--- src/hdl/serial_flash_pkg.sv ---
package serial_flash_pkg;

    // command opcodes, values arbitrary for this core
    localparam logic [7:0] OP_BUF_WR = 8'h21;
    localparam logic [7:0] OP_BUF_RD = 8'h22;
    localparam logic [7:0] OP_PROG = 8'h31;
    localparam logic [7:0] OP_ERASE = 8'h32;
    localparam logic [7:0] OP_CMP = 8'h33;
    localparam logic [7:0] OP_XFER = 8'h34;
    localparam logic [7:0] OP_MAP_WR = 8'h41;
    localparam logic [7:0] OP_PROT_EN = 8'h42;
    localparam logic [7:0] OP_LOCK = 8'h43;

    // kind of self-timed operation handed to the array core
    typedef enum logic [1:0] {K_PROG, K_ERASE, K_CMP, K_XFER} kind_e;

    // serial framing
    localparam int BYTE_W = 8;
    localparam logic [2:0] BIT_FIRST = 3'h0;
    localparam logic [2:0] BIT_LAST = 3'h7;
    localparam logic [2:0] BIT_STEP = 3'h1;

    // address byte layout: buffer select on top, index below
    localparam int BUF_SEL_BIT = 7;
    localparam int IDX_W = 7;
    localparam int BUF_DEPTH = 2 ** IDX_W;
    localparam logic [IDX_W-1:0] IDX_STEP = 7'h01;

    // default sector count, at most one data byte wide
    localparam int NSECT_DEF = 8;

    // self-timed operation length: a least time, rounded up
    localparam int CLK_PERIOD_NS = 10;
    localparam int BUSY_TIME_NS = 2000;
    localparam int BUSY_CYCLES_DEF =
        (BUSY_TIME_NS + CLK_PERIOD_NS - 1) / CLK_PERIOD_NS;

    // pin synchroniser lanes
    localparam int SYNC_W = 5;
    localparam int PIN_CS = 0;
    localparam int PIN_SCK = 1;
    localparam int PIN_SI = 2;
    localparam int PIN_WP = 3;
    localparam int PIN_RST = 4;
    localparam logic [SYNC_W-1:0] PINS_IDLE = 5'h19;

endpackage

--- src/hdl/pin_sync.sv ---
`timescale 1ns/1ps
`default_nettype none

// two-stage synchroniser for asynchronous pin levels
module pin_sync #(
    parameter int W = 1,
    parameter logic [W-1:0] INIT = '0
) (
    input wire logic clk,
    input wire logic nrst,
    input wire logic [W-1:0] d,
    output logic [W-1:0] q
);

    logic [W-1:0] meta_q;

    ////////////////////////////////////////////////////////////////////
    // first stage feeds only the second stage
    always_ff @(posedge clk) begin
        if (!nrst) begin
            meta_q <= INIT;
            q <= INIT;
        end else begin
            meta_q <= d;
            q <= meta_q;
        end
    end

endmodule // pin_sync

`default_nettype wire

--- src/hdl/serial_flash_ctrl.sv ---
// Function
// - sample serial input on serial clock rise
// - opcodes, addresses, write data share input line
// - shift serial output on serial clock fall
// - write protect shields mapped sectors always
// - hardware protect independent of software protect
// - protection map frozen while write protect low
// - program or erase discarded under write protect
// - discarded command idles after chip select rises
// - protect enable and lockdown accepted under protect
// - reset pin aborts operation, forces idle
// - held in reset while reset pin low
// - commands accepted again after reset pin high
// - internal power-on reset needs no pin sequencing
// - ready/busy open drain, pulled low while busy
// - busy during program, erase, compare, transfer
// - busy blocks array and buffer in use
// - other buffer still served while busy
// - chip select fall starts, rise ends frame
// - deselect mid-operation keeps operation running
// - eight-bit opcode first, most significant bit first
`timescale 1ns/1ps
`default_nettype none

module serial_flash_ctrl #(
    parameter int NSECT = serial_flash_pkg::NSECT_DEF,
    parameter int BUSY_CYCLES = serial_flash_pkg::BUSY_CYCLES_DEF
) (
    input wire logic CLOCK,
    input wire logic NRST,
    input wire logic CS_N,
    input wire logic SCK,
    input wire logic SI,
    input wire logic WP_N,
    input wire logic RESET_N,
    output logic SO,
    output logic SO_OE,
    output logic RDY_BUSY_O,
    output logic RDY_BUSY_OE,
    output logic ARRAY_START,
    output serial_flash_pkg::kind_e ARRAY_KIND,
    output logic [$clog2(NSECT)-1:0] ARRAY_SECTOR,
    output logic ARRAY_BUF,
    output logic [NSECT-1:0] PROT_MAP,
    output logic PROT_EN,
    output logic [NSECT-1:0] LOCK_MAP
);

    localparam int SW = $clog2(NSECT);
    localparam int TW = $clog2(BUSY_CYCLES + 1);
    localparam logic [TW-1:0] TIMER_LOAD = TW'(BUSY_CYCLES);
    localparam logic [TW-1:0] TIMER_LAST = TW'(1);
    localparam logic [TW-1:0] TIMER_STEP = TW'(1);
    localparam int IW = serial_flash_pkg::IDX_W;
    localparam int BW = serial_flash_pkg::BYTE_W;

    typedef enum logic [2:0] {
        ST_IDLE, ST_OPCODE, ST_ADDR, ST_DATA, ST_IGNORE
    } state_e;

    ////////////////////////////////////////////////////////////////////
    // pin synchronisers
    logic [serial_flash_pkg::SYNC_W-1:0] pins_s;
    logic cs_n_s, sck_s, si_s, wp_n_s, rst_pin_s;

    // power-on reset (NRST) owns all but the buffer storage, pins need no order
    pin_sync #(
        .W(serial_flash_pkg::SYNC_W),
        .INIT(serial_flash_pkg::PINS_IDLE)
    ) u_sync (
        .clk(CLOCK),
        .nrst(NRST),
        .d({RESET_N, WP_N, SI, SCK, CS_N}),
        .q(pins_s)
    );

    assign cs_n_s = pins_s[serial_flash_pkg::PIN_CS];
    assign sck_s = pins_s[serial_flash_pkg::PIN_SCK];
    assign si_s = pins_s[serial_flash_pkg::PIN_SI];
    assign wp_n_s = pins_s[serial_flash_pkg::PIN_WP];
    assign rst_pin_s = pins_s[serial_flash_pkg::PIN_RST];

    ////////////////////////////////////////////////////////////////////
    // state
    state_e state_q, state_d;
    logic [2:0] bit_q, bit_d;
    logic [BW-1:0] rx_q, rx_d, op_q, op_d, tx_q, tx_d;
    logic [IW-1:0] ptr_q, ptr_d;
    logic sel_q, sel_d, so_q, so_d, so_oe_q, so_oe_d;
    logic sck_prev_q, cs_prev_q;
    logic [NSECT-1:0] map_q, map_d, lock_q, lock_d;
    logic prot_en_q, prot_en_d;
    logic busy_q, busy_d, bbuf_q, bbuf_d, buses_q, buses_d;
    logic [TW-1:0] timer_q, timer_d;
    logic start_q, start_d, abuf_q, abuf_d, rdy_oe_q;
    serial_flash_pkg::kind_e kind_q, kind_d;
    logic [SW-1:0] sector_q, sector_d;
    logic [BW-1:0] mem_q [0:1][0:serial_flash_pkg::BUF_DEPTH-1];
    logic mem_we;

    // edge detection on synchronised levels only
    logic sck_rise, sck_fall, cs_fall;
    logic [BW-1:0] byte_in, rd_word;
    logic [SW-1:0] sec;
    logic pe_op, arr_op, buf_op, prot_hit, buf_clash, rd_sel;
    logic [IW-1:0] rd_idx;

    assign sck_rise = sck_s && !sck_prev_q;
    assign sck_fall = !sck_s && sck_prev_q;
    assign cs_fall = !cs_n_s && cs_prev_q;
    // msb first: each new bit enters at the bottom
    assign byte_in = {rx_q[BW-2:0], si_s};
    assign sec = byte_in[SW-1:0];
    assign pe_op = (op_q == serial_flash_pkg::OP_PROG) ||
        (op_q == serial_flash_pkg::OP_ERASE);
    assign arr_op = pe_op || (op_q == serial_flash_pkg::OP_CMP) ||
        (op_q == serial_flash_pkg::OP_XFER);
    assign buf_op = (op_q == serial_flash_pkg::OP_BUF_WR) ||
        (op_q == serial_flash_pkg::OP_BUF_RD);
    // lockdown always wins; map bites with either protect path
    assign prot_hit = lock_q[sec] ||
        (map_q[sec] && (prot_en_q || !wp_n_s));
    // only the buffer tied up by the running operation is refused
    assign buf_clash = busy_q && buses_q &&
        (bbuf_q == byte_in[serial_flash_pkg::BUF_SEL_BIT]);
    // read index comes from the address byte on its last bit
    assign rd_sel = (state_q == ST_ADDR) ?
        byte_in[serial_flash_pkg::BUF_SEL_BIT] : sel_q;
    assign rd_idx = (state_q == ST_ADDR) ? byte_in[IW-1:0] : ptr_q;
    assign rd_word = mem_q[rd_sel][rd_idx];

    ////////////////////////////////////////////////////////////////////
    // next state: framing, command decode, protection, busy timer
    always_comb begin
        state_d = state_q;
        bit_d = bit_q;
        rx_d = rx_q;
        op_d = op_q;
        ptr_d = ptr_q;
        sel_d = sel_q;
        tx_d = tx_q;
        so_d = so_q;
        map_d = map_q;
        lock_d = lock_q;
        prot_en_d = prot_en_q;
        busy_d = busy_q;
        timer_d = timer_q;
        bbuf_d = bbuf_q;
        buses_d = buses_q;
        start_d = 1'b0;
        kind_d = kind_q;
        sector_d = sector_q;
        abuf_d = abuf_q;
        mem_we = 1'b0;

        // self-timed countdown runs regardless of chip select
        if (busy_q) begin
            if (timer_q == TIMER_LAST) begin
                busy_d = 1'b0;
            end else begin
                timer_d = timer_q - TIMER_STEP;
            end
        end

        if (cs_n_s) begin
            state_d = ST_IDLE;
        end else if (cs_fall && state_q == ST_IDLE) begin
            state_d = ST_OPCODE;
            bit_d = serial_flash_pkg::BIT_FIRST;
        end else if (sck_rise && state_q != ST_IDLE) begin
            // every inbound bit arrives on the one input line
            rx_d = byte_in;
            bit_d = bit_q + serial_flash_pkg::BIT_STEP;
            if (bit_q == serial_flash_pkg::BIT_LAST) begin
                case (state_q)
                    ST_OPCODE: begin
                        op_d = byte_in;
                        if (byte_in == serial_flash_pkg::OP_PROT_EN) begin
                            prot_en_d = 1'b1;
                            state_d = ST_IGNORE;
                        end else if (!wp_n_s && (
                            byte_in == serial_flash_pkg::OP_PROG ||
                            byte_in == serial_flash_pkg::OP_ERASE ||
                            byte_in == serial_flash_pkg::OP_MAP_WR)) begin
                            state_d = ST_IGNORE;
                        end else begin
                            state_d = ST_ADDR;
                        end
                    end
                    ST_ADDR: begin
                        ptr_d = byte_in[IW-1:0];
                        sel_d = byte_in[serial_flash_pkg::BUF_SEL_BIT];
                        state_d = ST_IGNORE;
                        if (arr_op) begin
                            // array is off limits while busy
                            if (!busy_q && !(pe_op &&
                                (prot_hit || !wp_n_s))) begin
                                start_d = 1'b1;
                                busy_d = 1'b1;
                                timer_d = TIMER_LOAD;
                                sector_d = sec;
                                abuf_d = sel_d;
                                bbuf_d = sel_d;
                                buses_d = (op_q !=
                                    serial_flash_pkg::OP_ERASE);
                                if (op_q == serial_flash_pkg::OP_PROG) begin
                                    kind_d = serial_flash_pkg::K_PROG;
                                end else if (op_q ==
                                    serial_flash_pkg::OP_ERASE) begin
                                    kind_d = serial_flash_pkg::K_ERASE;
                                end else if (op_q ==
                                    serial_flash_pkg::OP_CMP) begin
                                    kind_d = serial_flash_pkg::K_CMP;
                                end else begin
                                    kind_d = serial_flash_pkg::K_XFER;
                                end
                            end
                        end else if (op_q == serial_flash_pkg::OP_LOCK) begin
                            lock_d[sec] = 1'b1;
                        end else if (op_q ==
                            serial_flash_pkg::OP_MAP_WR) begin
                            state_d = ST_DATA;
                        end else if (buf_op && !buf_clash) begin
                            state_d = ST_DATA;
                            if (op_q == serial_flash_pkg::OP_BUF_RD) begin
                                tx_d = rd_word;
                                ptr_d = byte_in[IW-1:0] +
                                    serial_flash_pkg::IDX_STEP;
                            end
                        end
                    end
                    ST_DATA: begin
                        if (op_q == serial_flash_pkg::OP_MAP_WR) begin
                            // map only changes with write protect high
                            if (wp_n_s) begin
                                map_d = byte_in[NSECT-1:0];
                            end
                            state_d = ST_IGNORE;
                        end else if (op_q ==
                            serial_flash_pkg::OP_BUF_WR) begin
                            mem_we = 1'b1;
                            ptr_d = ptr_q + serial_flash_pkg::IDX_STEP;
                        end else begin
                            tx_d = rd_word;
                            ptr_d = ptr_q + serial_flash_pkg::IDX_STEP;
                        end
                    end
                    default: begin
                        state_d = state_q;
                    end
                endcase
            end
        end else if (sck_fall && state_q == ST_DATA &&
            op_q == serial_flash_pkg::OP_BUF_RD) begin
            so_d = tx_q[BW-1];
            tx_d = {tx_q[BW-2:0], 1'b0};
        end

        // reset pin aborts and holds everything idle
        if (!rst_pin_s) begin
            state_d = ST_IDLE;
            busy_d = 1'b0;
            timer_d = '0;
            start_d = 1'b0;
            mem_we = 1'b0;
        end
    end

    // output drives follow the settled next state
    assign so_oe_d = (state_d != ST_IDLE);

    ////////////////////////////////////////////////////////////////////
    // registers
    always_ff @(posedge CLOCK) begin
        if (!NRST) begin
            state_q <= ST_IDLE;
            bit_q <= serial_flash_pkg::BIT_FIRST;
            rx_q <= '0;
            op_q <= '0;
            ptr_q <= '0;
            sel_q <= 1'b0;
            tx_q <= '0;
            so_q <= 1'b0;
            so_oe_q <= 1'b0;
            sck_prev_q <= 1'b0;
            cs_prev_q <= 1'b1;
            map_q <= '0;
            lock_q <= '0;
            prot_en_q <= 1'b0;
            busy_q <= 1'b0;
            timer_q <= '0;
            bbuf_q <= 1'b0;
            buses_q <= 1'b0;
            start_q <= 1'b0;
            kind_q <= serial_flash_pkg::K_PROG;
            sector_q <= '0;
            abuf_q <= 1'b0;
            rdy_oe_q <= 1'b0;
        end else begin
            state_q <= state_d;
            bit_q <= bit_d;
            rx_q <= rx_d;
            op_q <= op_d;
            ptr_q <= ptr_d;
            sel_q <= sel_d;
            tx_q <= tx_d;
            so_q <= so_d;
            so_oe_q <= so_oe_d;
            sck_prev_q <= sck_s;
            cs_prev_q <= cs_n_s;
            map_q <= map_d;
            lock_q <= lock_d;
            prot_en_q <= prot_en_d;
            busy_q <= busy_d;
            timer_q <= timer_d;
            bbuf_q <= bbuf_d;
            buses_q <= buses_d;
            start_q <= start_d;
            kind_q <= kind_d;
            sector_q <= sector_d;
            abuf_q <= abuf_d;
            rdy_oe_q <= busy_d;
        end
    end

    // buffer storage, no reset: contents are undefined at power-up
    always_ff @(posedge CLOCK) begin
        if (mem_we) begin
            mem_q[sel_q][ptr_q] <= byte_in;
        end
    end

    // open drain: level is always low, only the enable moves
    assign RDY_BUSY_O = 1'b0 & rdy_oe_q;
    assign RDY_BUSY_OE = rdy_oe_q;
    assign SO = so_q;
    assign SO_OE = so_oe_q;
    assign ARRAY_START = start_q;
    assign ARRAY_KIND = kind_q;
    assign ARRAY_SECTOR = sector_q;
    assign ARRAY_BUF = abuf_q;
    assign PROT_MAP = map_q;
    assign PROT_EN = prot_en_q;
    assign LOCK_MAP = lock_q;

    logic last_bit;
    assign last_bit = sck_rise && !cs_n_s &&
        bit_q == serial_flash_pkg::BIT_LAST;
endmodule // serial_flash_ctrl

`default_nettype wire

--- config.mk ---
export PLATFORM = sky130hd
export DESIGN_NAME = serial_flash_ctrl
export DESIGN_NICKNAME = d
export VERILOG_FILES = /design/src/hdl/serial_flash_pkg.sv /design/src/hdl/pin_sync.sv /design/src/hdl/serial_flash_ctrl.sv
export SDC_FILE = /design/constraint.sdc
export NUM_CORES = 2
export LEC_CHECK = 0
export BUFFER_PORTS_ARGS = -buffer_cell sky130_fd_sc_hd__buf_2
export CORE_ASPECT_RATIO = 1.5
export CORE_MARGIN = 5
export CORE_UTILIZATION = 40
export DETAILED_ROUTE_END_ITERATION = 8
export SETUP_SLACK_MARGIN = 0.4
export SYNTH_ARGS = -nofsm -noshare
export SYNTH_HDL_FRONTEND = slang
export SYNTH_HIERARCHICAL = 1
export SYNTH_SLANG_ARGS = --single-unit
--- constraint.sdc ---
create_clock -name CLOCK -period 6.96 [get_ports CLOCK]
set_clock_uncertainty 0.15 [all_clocks]
set_input_delay 1.392 -clock CLOCK [delete_from_list [all_inputs] [get_ports CLOCK]]
set_output_delay 1.392 -clock CLOCK [all_outputs]
set_load 0.01 [all_outputs]
Yosys cells after proc, flatten, opt, wreduce, memory -nomap -nowiden
Memories as Yosys holds them, arrays and structs flattened.
Index checks and enable logic that the tools add are counted.

cells by class
  add/subtract/negate cells = 4
  multiply operators = 0
  div/mod/pow operators = 0
  order comparisons = 5
  eq/ne operators = 29
  shifts and indexed selects = 0
  mux-type cells = 78
  bitwise operators = 11
  reduce and logical (&&, ||, !) cells = 51

operators by type and width
  operator                                                  number
  two-way mux 1024 bit                                      1
  two-way mux 8 bit                                         22
  equality test 8 x 6 -> 1 bit, second input constant       8
  binary-select mux 8 bit (select 7 bit)                    1
  demux 8 bit (select 7 bit)                                1
  two-way mux 7 bit                                         7
  two-way mux 3 bit                                         14
  equality test 8 x 7 -> 1 bit, second input constant       4
  two-way mux 1 bit                                         24
  AND reduction 7 bit                                       3
  inequality test 3 bit, second input constant              6
  greater-or-equal comparator 8 bit, second input constant  2
  logical AND 1 bit                                         16
  inverter 7 -> 8 bit                                       2
  case mux 8 bit (2 select lines)                           1
  adder 7 x 1 -> 7 bit, second input constant               2
  case mux 7 bit (2 select lines)                           1
  AND reduction 12 bit                                      1
  AND reduction 6 bit                                       2
  logical OR 1 bit                                          9
  case mux 3 bit (3 select lines)                           1
  equality test 8 x 1 -> 1 bit, second input constant       1
  < comparator 8 x 1 -> 1 bit, second input constant        1
  inequality test 8 x 6 -> 1 bit, second input constant     1
  25 further kinds                                          47

storage, ports and cells
  bits in registers = 85
  latch bits = 0
  RAM bits = 2048
  ROM bits = 0
  output and inout port bits = 28
  memories = 1

memories
  memory  words  width  rd ports  clocked after Yosys merged registers in  write ports  line                     RTL
  mem_q   2      1024   1         0                                        1            serial_flash_ctrl.sv:98  logic [BW-1:0] mem_q [0:1][0:serial_flash_pkg::BUF_DEPTH-1];

Logic depth before layout (Yosys ltp)
  depth in word-level cells = 15
  depth in mapped cells = 16
  gate-level depth less buffers = 10

Cells and area by module
The synthesis kept the hierarchy.

by module, submodules not included
  module             instances  cells an instance  area an instance (µm²)  sequential area each (µm²)
  serial_flash_ctrl  1          6171               85724.7                 63000.4
  pin_sync           1          20                 262.8                   200.2

Worst setup path after synthesis
OpenSTA, ideal clock, no wires.

  path kind = register -> register
  start = reg u_sync.q[2]
  end = reg tx_q[5]
  library setup time = 0.130 ns
  arrival = 6.167 ns
  path slack = 0.513 ns
  cell stages (with the launch flop) = 13
  path buffers = 5
  cell sequence = dfxtp_1 and4bb_2 a21o_1 buf_4 buf_6 buf_2 buf_2 clkbuf_1 mux4_2 nand3_1 nand4_1 nor4_1 o32ai_1

between the ends
  longest elaborated chain between the ends = 13
  elaborated cells on any way between the ends = 15
  classes of those cells = 14 x mux; 1 x bitwise

ends and longest elaborated chain
  element                                                    line                      RTL
  start: declaration                                         pin_sync.sv:12            output logic [W-1:0] q
  start signal: assignment                                   pin_sync.sv:25            q <= meta_q;
  two-way mux 7 bit (*)                                      serial_flash_ctrl.sv:129  assign rd_idx = (state_q == ST_ADDR) ? byte_in[IW-1:0] : ptr_q;
  inverter 7 -> 8 bit (implied by the code) (*)              serial_flash_ctrl.sv:130  assign rd_word = mem_q[rd_sel][rd_idx];
  binary-select mux 8 bit (select 7 bit) (*)                 serial_flash_ctrl.sv:130
  two-way mux 8 bit (implied by the code) (*) (2 in series)  serial_flash_ctrl.sv:130
  two-way mux 8 bit                                          serial_flash_ctrl.sv:225  if (op_q == serial_flash_pkg::OP_BUF_RD) begin
  two-way mux 8 bit                                          serial_flash_ctrl.sv:223  end else if (buf_op && !buf_clash) begin
  two-way mux 8 bit                                          serial_flash_ctrl.sv:220  end else if (op_q ==
  two-way mux 8 bit                                          serial_flash_ctrl.sv:218  end else if (op_q == serial_flash_pkg::OP_LOCK) begin
  two-way mux 8 bit                                          serial_flash_ctrl.sv:194  if (arr_op) begin
  case mux 8 bit (2 select lines) (*)                        serial_flash_ctrl.sv:175  case (state_q)
  two-way mux 8 bit (*)                                      serial_flash_ctrl.sv:174  if (bit_q == serial_flash_pkg::BIT_LAST) begin
  two-way mux 8 bit (*)                                      serial_flash_ctrl.sv:170  end else if (sck_rise && state_q != ST_IDLE) begin
  end signal: assignment                                     serial_flash_ctrl.sv:306  tx_q <= tx_d;
  end: declaration                                           serial_flash_ctrl.sv:87   logic [BW-1:0] rx_q, rx_d, op_q, op_d, tx_q, tx_d;

Every way passes the cells marked *; elsewhere a longest branch is shown, timed or not. The select of a mux whose other input is x is not followed.
A chain may end at the register's enable or synchronous reset.

Worst setup path in the final report
  start = reg state_q[0]
  end = reg tx_q[6]

between the ends
  longest elaborated chain between the ends = 14
  elaborated cells on any way between the ends = 37
  classes of those cells = 11 x eq/ne; 15 x mux; 2 x bitwise; 8 x reduce/logical; 1 x memory

ends and longest elaborated chain
  element                                                       line                                                                          RTL
  start: declaration                                            serial_flash_ctrl.sv:85                                                       state_e state_q, state_d;
  start signal: assignment                                      serial_flash_ctrl.sv:300                                                      state_q <= state_d;
  equality test 3 x 2 -> 1 bit                                  serial_flash_ctrl.sv:127, serial_flash_ctrl.sv:129, serial_flash_ctrl.sv:175
  two-way mux 1 bit or two-way mux 7 bit (tied branches)        --
  memory (2 x 1024 bit) or inverter 7 -> 8 bit (tied branches)  --
  binary-select mux 8 bit (select 7 bit)                        serial_flash_ctrl.sv:130
  two-way mux 8 bit (implied by the code) (2 in series)         serial_flash_ctrl.sv:130
  two-way mux 8 bit                                             serial_flash_ctrl.sv:225
  two-way mux 8 bit                                             serial_flash_ctrl.sv:223
  two-way mux 8 bit                                             serial_flash_ctrl.sv:220
  two-way mux 8 bit                                             serial_flash_ctrl.sv:218
  two-way mux 8 bit                                             serial_flash_ctrl.sv:194
  case mux 8 bit (2 select lines)                               serial_flash_ctrl.sv:175
  two-way mux 8 bit                                             serial_flash_ctrl.sv:174
  two-way mux 8 bit                                             serial_flash_ctrl.sv:170

Several ways; a longest one is shown, not always the timed one. The select of a mux whose other input is x is not followed.

==> results.sh <==
export IMPL_setup_viol=0
export IMPL_areaGrowthSynthToFinish_pct=11.6
export IMPL_violations="max-capacitance violations, max-slew violations"
export IMPL_yosys_warnings=6
export IMPL_clock_latency_ns=0.84
export IMPL_core_area_mm2=0.214
export IMPL_max_cap_violations=1
export IMPL_clk_root_buffer_cell="clkbuf_16"
export IMPL_status="finished with violations"
export IMPL_ioPinCount=35
export IMPL_grt_max_degree=137
export IMPL_grt_pass1_vias=53700
export IMPL_vias=55500
export IMPL_rsz0062_at_grt="no"
export IMPL_avgSynthCellArea_um2=13.9
export IMPL_p_leak_uw=0.0313
export IMPL_min_period_ns=5.59
export IMPL_grt_use_met2=0.424
export IMPL_htree_levels=4
export IMPL_mappedNetlistArea_mm2=0.0860
export IMPL_cp_start_kind="register"
export IMPL_r2r_cells=12
export IMPL_synthCells=6191
export IMPL_layout_drive_gt1_share=0.0964
export IMPL_io_buffers=33
export IMPL_p_int_uw=19900
export IMPL_use_met1=0.300
export IMPL_worstHoldStart="u_sync/meta_q[4]$_SDFF_PN1_"
export IMPL_synth_edf_count=2048
export IMPL_nets=6231
export IMPL_antenna_found_initial=10
export IMPL_post_cts_buffers=0
export IMPL_grt_overflow=0
export IMPL_fmax_ghz=0.179
export IMPL_numCtsBuffers=194
export IMPL_path_max_fanout=119
export IMPL_switching_share=0.194
export IMPL_p_sw_uw=4770
export IMPL_r2r_start="state_q[0]$_SDFF_PN0_"
export IMPL_drc=0
export IMPL_ant_nets=0
export IMPL_row_count=208
export IMPL_placed_cells=8855
export IMPL_max_slew_margin=-0.0746
export IMPL_synthDistinctLibCells=92
export IMPL_reg2reg_to="tx_q[6]$_SDFFE_PN0P_"
export IMPL_wire_per_inst_um=32.1
export IMPL_clock_sinks=2133
export IMPL_clkPwrFrac=0.435
export IMPL_wirelength_um=295000
export IMPL_worstMarginPinSlew_ns=1.60
export IMPL_met3_usage=0.0474
export IMPL_synthFlopType="edfxtp_1"
export IMPL_worstHoldPathCells=1
export IMPL_start_util=0.402
export IMPL_r2r_setup_slack_ns=1.37
export IMPL_ir_drop_mv=0.222
export IMPL_grt_usage=0.256
export IMPL_drtIter0Drc=7069
export IMPL_grt_pass1_wl_um=413000
export IMPL_cts_buffer_depth=4
export IMPL_period_share=0.804
export IMPL_cellPowerDensity_mw_per_mm2=257
export IMPL_place_congestion=0.965
export IMPL_hold_buffers=0
export IMPL_p_seq_frac=0.563
export IMPL_finalHoldViolCount=0
export IMPL_slew_viol_final=4
export IMPL_post_drt_via_cell_ratio=6.03
export IMPL_worstPathArrival_ns=6.23
export IMPL_fp_dieW_um=389
export IMPL_first_pass_iters=6
export IMPL_setup_tns_ns=0
export IMPL_grt_busiest_layer="met2"
export IMPL_p_comb_frac=0.002
export IMPL_crit_type="register to register"
export IMPL_ys_ff_latch=2133
export IMPL_crit_path_end_kind="register"
export IMPL_crit_required_ns=7.60
export IMPL_synth_seq_area_share=0.735
export IMPL_synth_fp_nets=6206
export IMPL_dieArea_mm2=0.225
export IMPL_die_h_um=578
export IMPL_hold_path_class="register to register"
export IMPL_cts_resized=0
export IMPL_holdPathEnd="u_sync/q[4]$_SDFF_PN1_"
export IMPL_instances_no_fill=9201
export IMPL_cts_tree="yes"
export IMPL_fill_cells=19000
export IMPL_dp_hpwl_um=189000
export IMPL_synthArstFlopShare=0
export IMPL_clk_pin_slew_worst_paths_ns=0.07
==> routing by layer <==
layer  part of all wire  vias up
li1                   -    23200
met1               0.34    28200
met2               0.48     3249
met3              0.091      774
met4              0.085        4
met5            0.00010        -
==> metrics by stage <==
step / area [um^2] / worst slack [ns] / power, uW / hold slack, ns / util
after global routing: 95900 / 1.38 / 25200 / 0.304 / 0.448
after floorplan: 86000 / 0.513 / 14200 / 0.236 / -
after CTS: 95900 / 1.50 / 24700 / 0.274 / 0.448
after detailed placement: 89800 / 1.53 / 14200 / 0.250 / 0.420
after global placement: 89700 / 1.32 / 14200 / 0.246 / 0.419
final: 96000 / 1.37 / 24600 / 0.276 / 0.449
==> flip-flops by register name, indices dropped and copies added (netlist names), 2 cells and up <==
name and count:
mem_q 2048, LOCK_MAP 8, PROT_MAP 8, op_q 8, timer_q 8, tx_q 8, ptr_q 7, rx_q 7
u_sync/meta_q 5, u_sync/q 5, ARRAY_SECTOR 3, bit_q 3, state_q 3, ARRAY_KIND 2
==> power by group through the flow <==
stage                     logic (uW)  registers [uW]  clock network [uW]
after CTS                       48.3           13900               10800
after global routing            51.4           13900               11300
after detailed placement        48.4           14100                   0
after floorplan                 17.9           14200                   0
final                           49.0           13900               10700
after global placement          47.5           14100                   0
==> placed cells by master, fill, tap and decap left out, types with 59 or more instances in the layout <==
cell       instances
nand3_1          512
mux4_2            61
o22ai_1           62
nand2_1         1350
buf_4            166
nor2_1           341
a21oi_1          125
nand4_1           69
clkbuf_16        197
nor2b_1           59
edfxtp_1        2048
o21ai_0           70
a31oi_1          110
mux2i_1          339
dfxtp_1           77
==> worst max path at each step <==
stage,start,endpoint,slack [ns],cells past startpoint
4_1_cts,rx_q[6]$_SDFFE_PN0P_,tx_q[1]$_SDFFE_PN0P_,1.50,11
3_5_place_dp,rx_q[6]$_SDFFE_PN0P_,tx_q[1]$_SDFFE_PN0P_,1.53,11
3_3_place_gp,state_q[0]$_SDFF_PN0_,tx_q[0]$_SDFFE_PN0P_,1.32,10
5_1_grt,state_q[0]$_SDFF_PN0_,tx_q[6]$_SDFFE_PN0P_,1.38,12
2_1_floorplan,u_sync/q[2]$_SDFF_PN0_,tx_q[5]$_SDFFE_PN0P_,0.51,12
6_report,state_q[0]$_SDFF_PN0_,tx_q[6]$_SDFFE_PN0P_,1.37,12
==> cell usage after synthesis, types with 9 or more instances <==
cell type,number,area share
a21oi_1,125,0.0073
a2111oi_0,16,0.0016
nand2b_1,16,0.0012
a211oi_1,36,0.0031
nand3_1,512,0.030
mux2i_1,344,0.040
clkbuf_1,138,0.0060
a31oi_1,110,0.0080
inv_1,29,0.0013
a32oi_1,36,0.0037
o2111ai_1,35,0.0036
xnor2_1,9,0.00092
a21boi_0,10,0.00087
mux4_2,61,0.016
buf_4,14,0.0012
mux2_2,10,0.0013
buf_1,29,0.0013
nand4_1,69,0.0050
dfxtp_1,85,0.020
edfxtp_1,2048,0.72
buf_6,15,0.0020
and3_1,41,0.0030
nor2b_1,59,0.0043
a311oi_1,22,0.0022
o21ai_0,71,0.0041
nand2_1,1351,0.059
a22oi_1,29,0.0025
o211ai_1,26,0.0023
nor4_1,33,0.0024
buf_2,198,0.012
nor3_1,31,0.0018
o22ai_1,62,0.0045
nor2_1,349,0.015
a21o_1,10,0.00087
==> logic make-up (layout without fill, tap and decap cells) <==
| group | count (synthesis) | after routing | share of synthesized area |
|---|---|---|---|
| flops | 2133 | 2133 | 0.735 |
| xor+xnor | 13 | 13 | 0.00132 |
| compound gates | 675 | 675 | 0.0541 |
| other cells | 1 | 9 | 0.0000436 |
| simple gates | 2522 | 2522 | 0.128 |
| buf+inv | 423 | 590 | 0.0233 |
| fa+ha+maj | 8 | 8 | 0.00116 |
| mux | 416 | 416 | 0.0575 |
==> critical path, stage by stage, from the launching register on <==
cell	delay [ns]
dfxtp_1	0.49
or3b_4	0.69
buf_4	0.29
a21oi_4	0.42
buf_12	0.36
buf_4	0.52
nand2_1	0.11
nand3_1	0.11
nand3_1	0.08
o41ai_1	1.25
nor4_1	0.17
o2111ai_1	0.19
a221o_1	0.18
==> area by class of cell <==
type	count	area, um^2	share of cell area
well taps	2835	3550	0.0370
diodes	8	20.0	0.000209
multi-input cells	3635	21000	0.219
clock buffers	235	5070	0.0529
clock inverters	103	1100	0.0115
repair buffers	223	1890	0.0197
flip-flops and latches	2133	63200	0.659
inverters	29	109	0.00113
No activity file was read; power rests on OpenSTA's default activity.
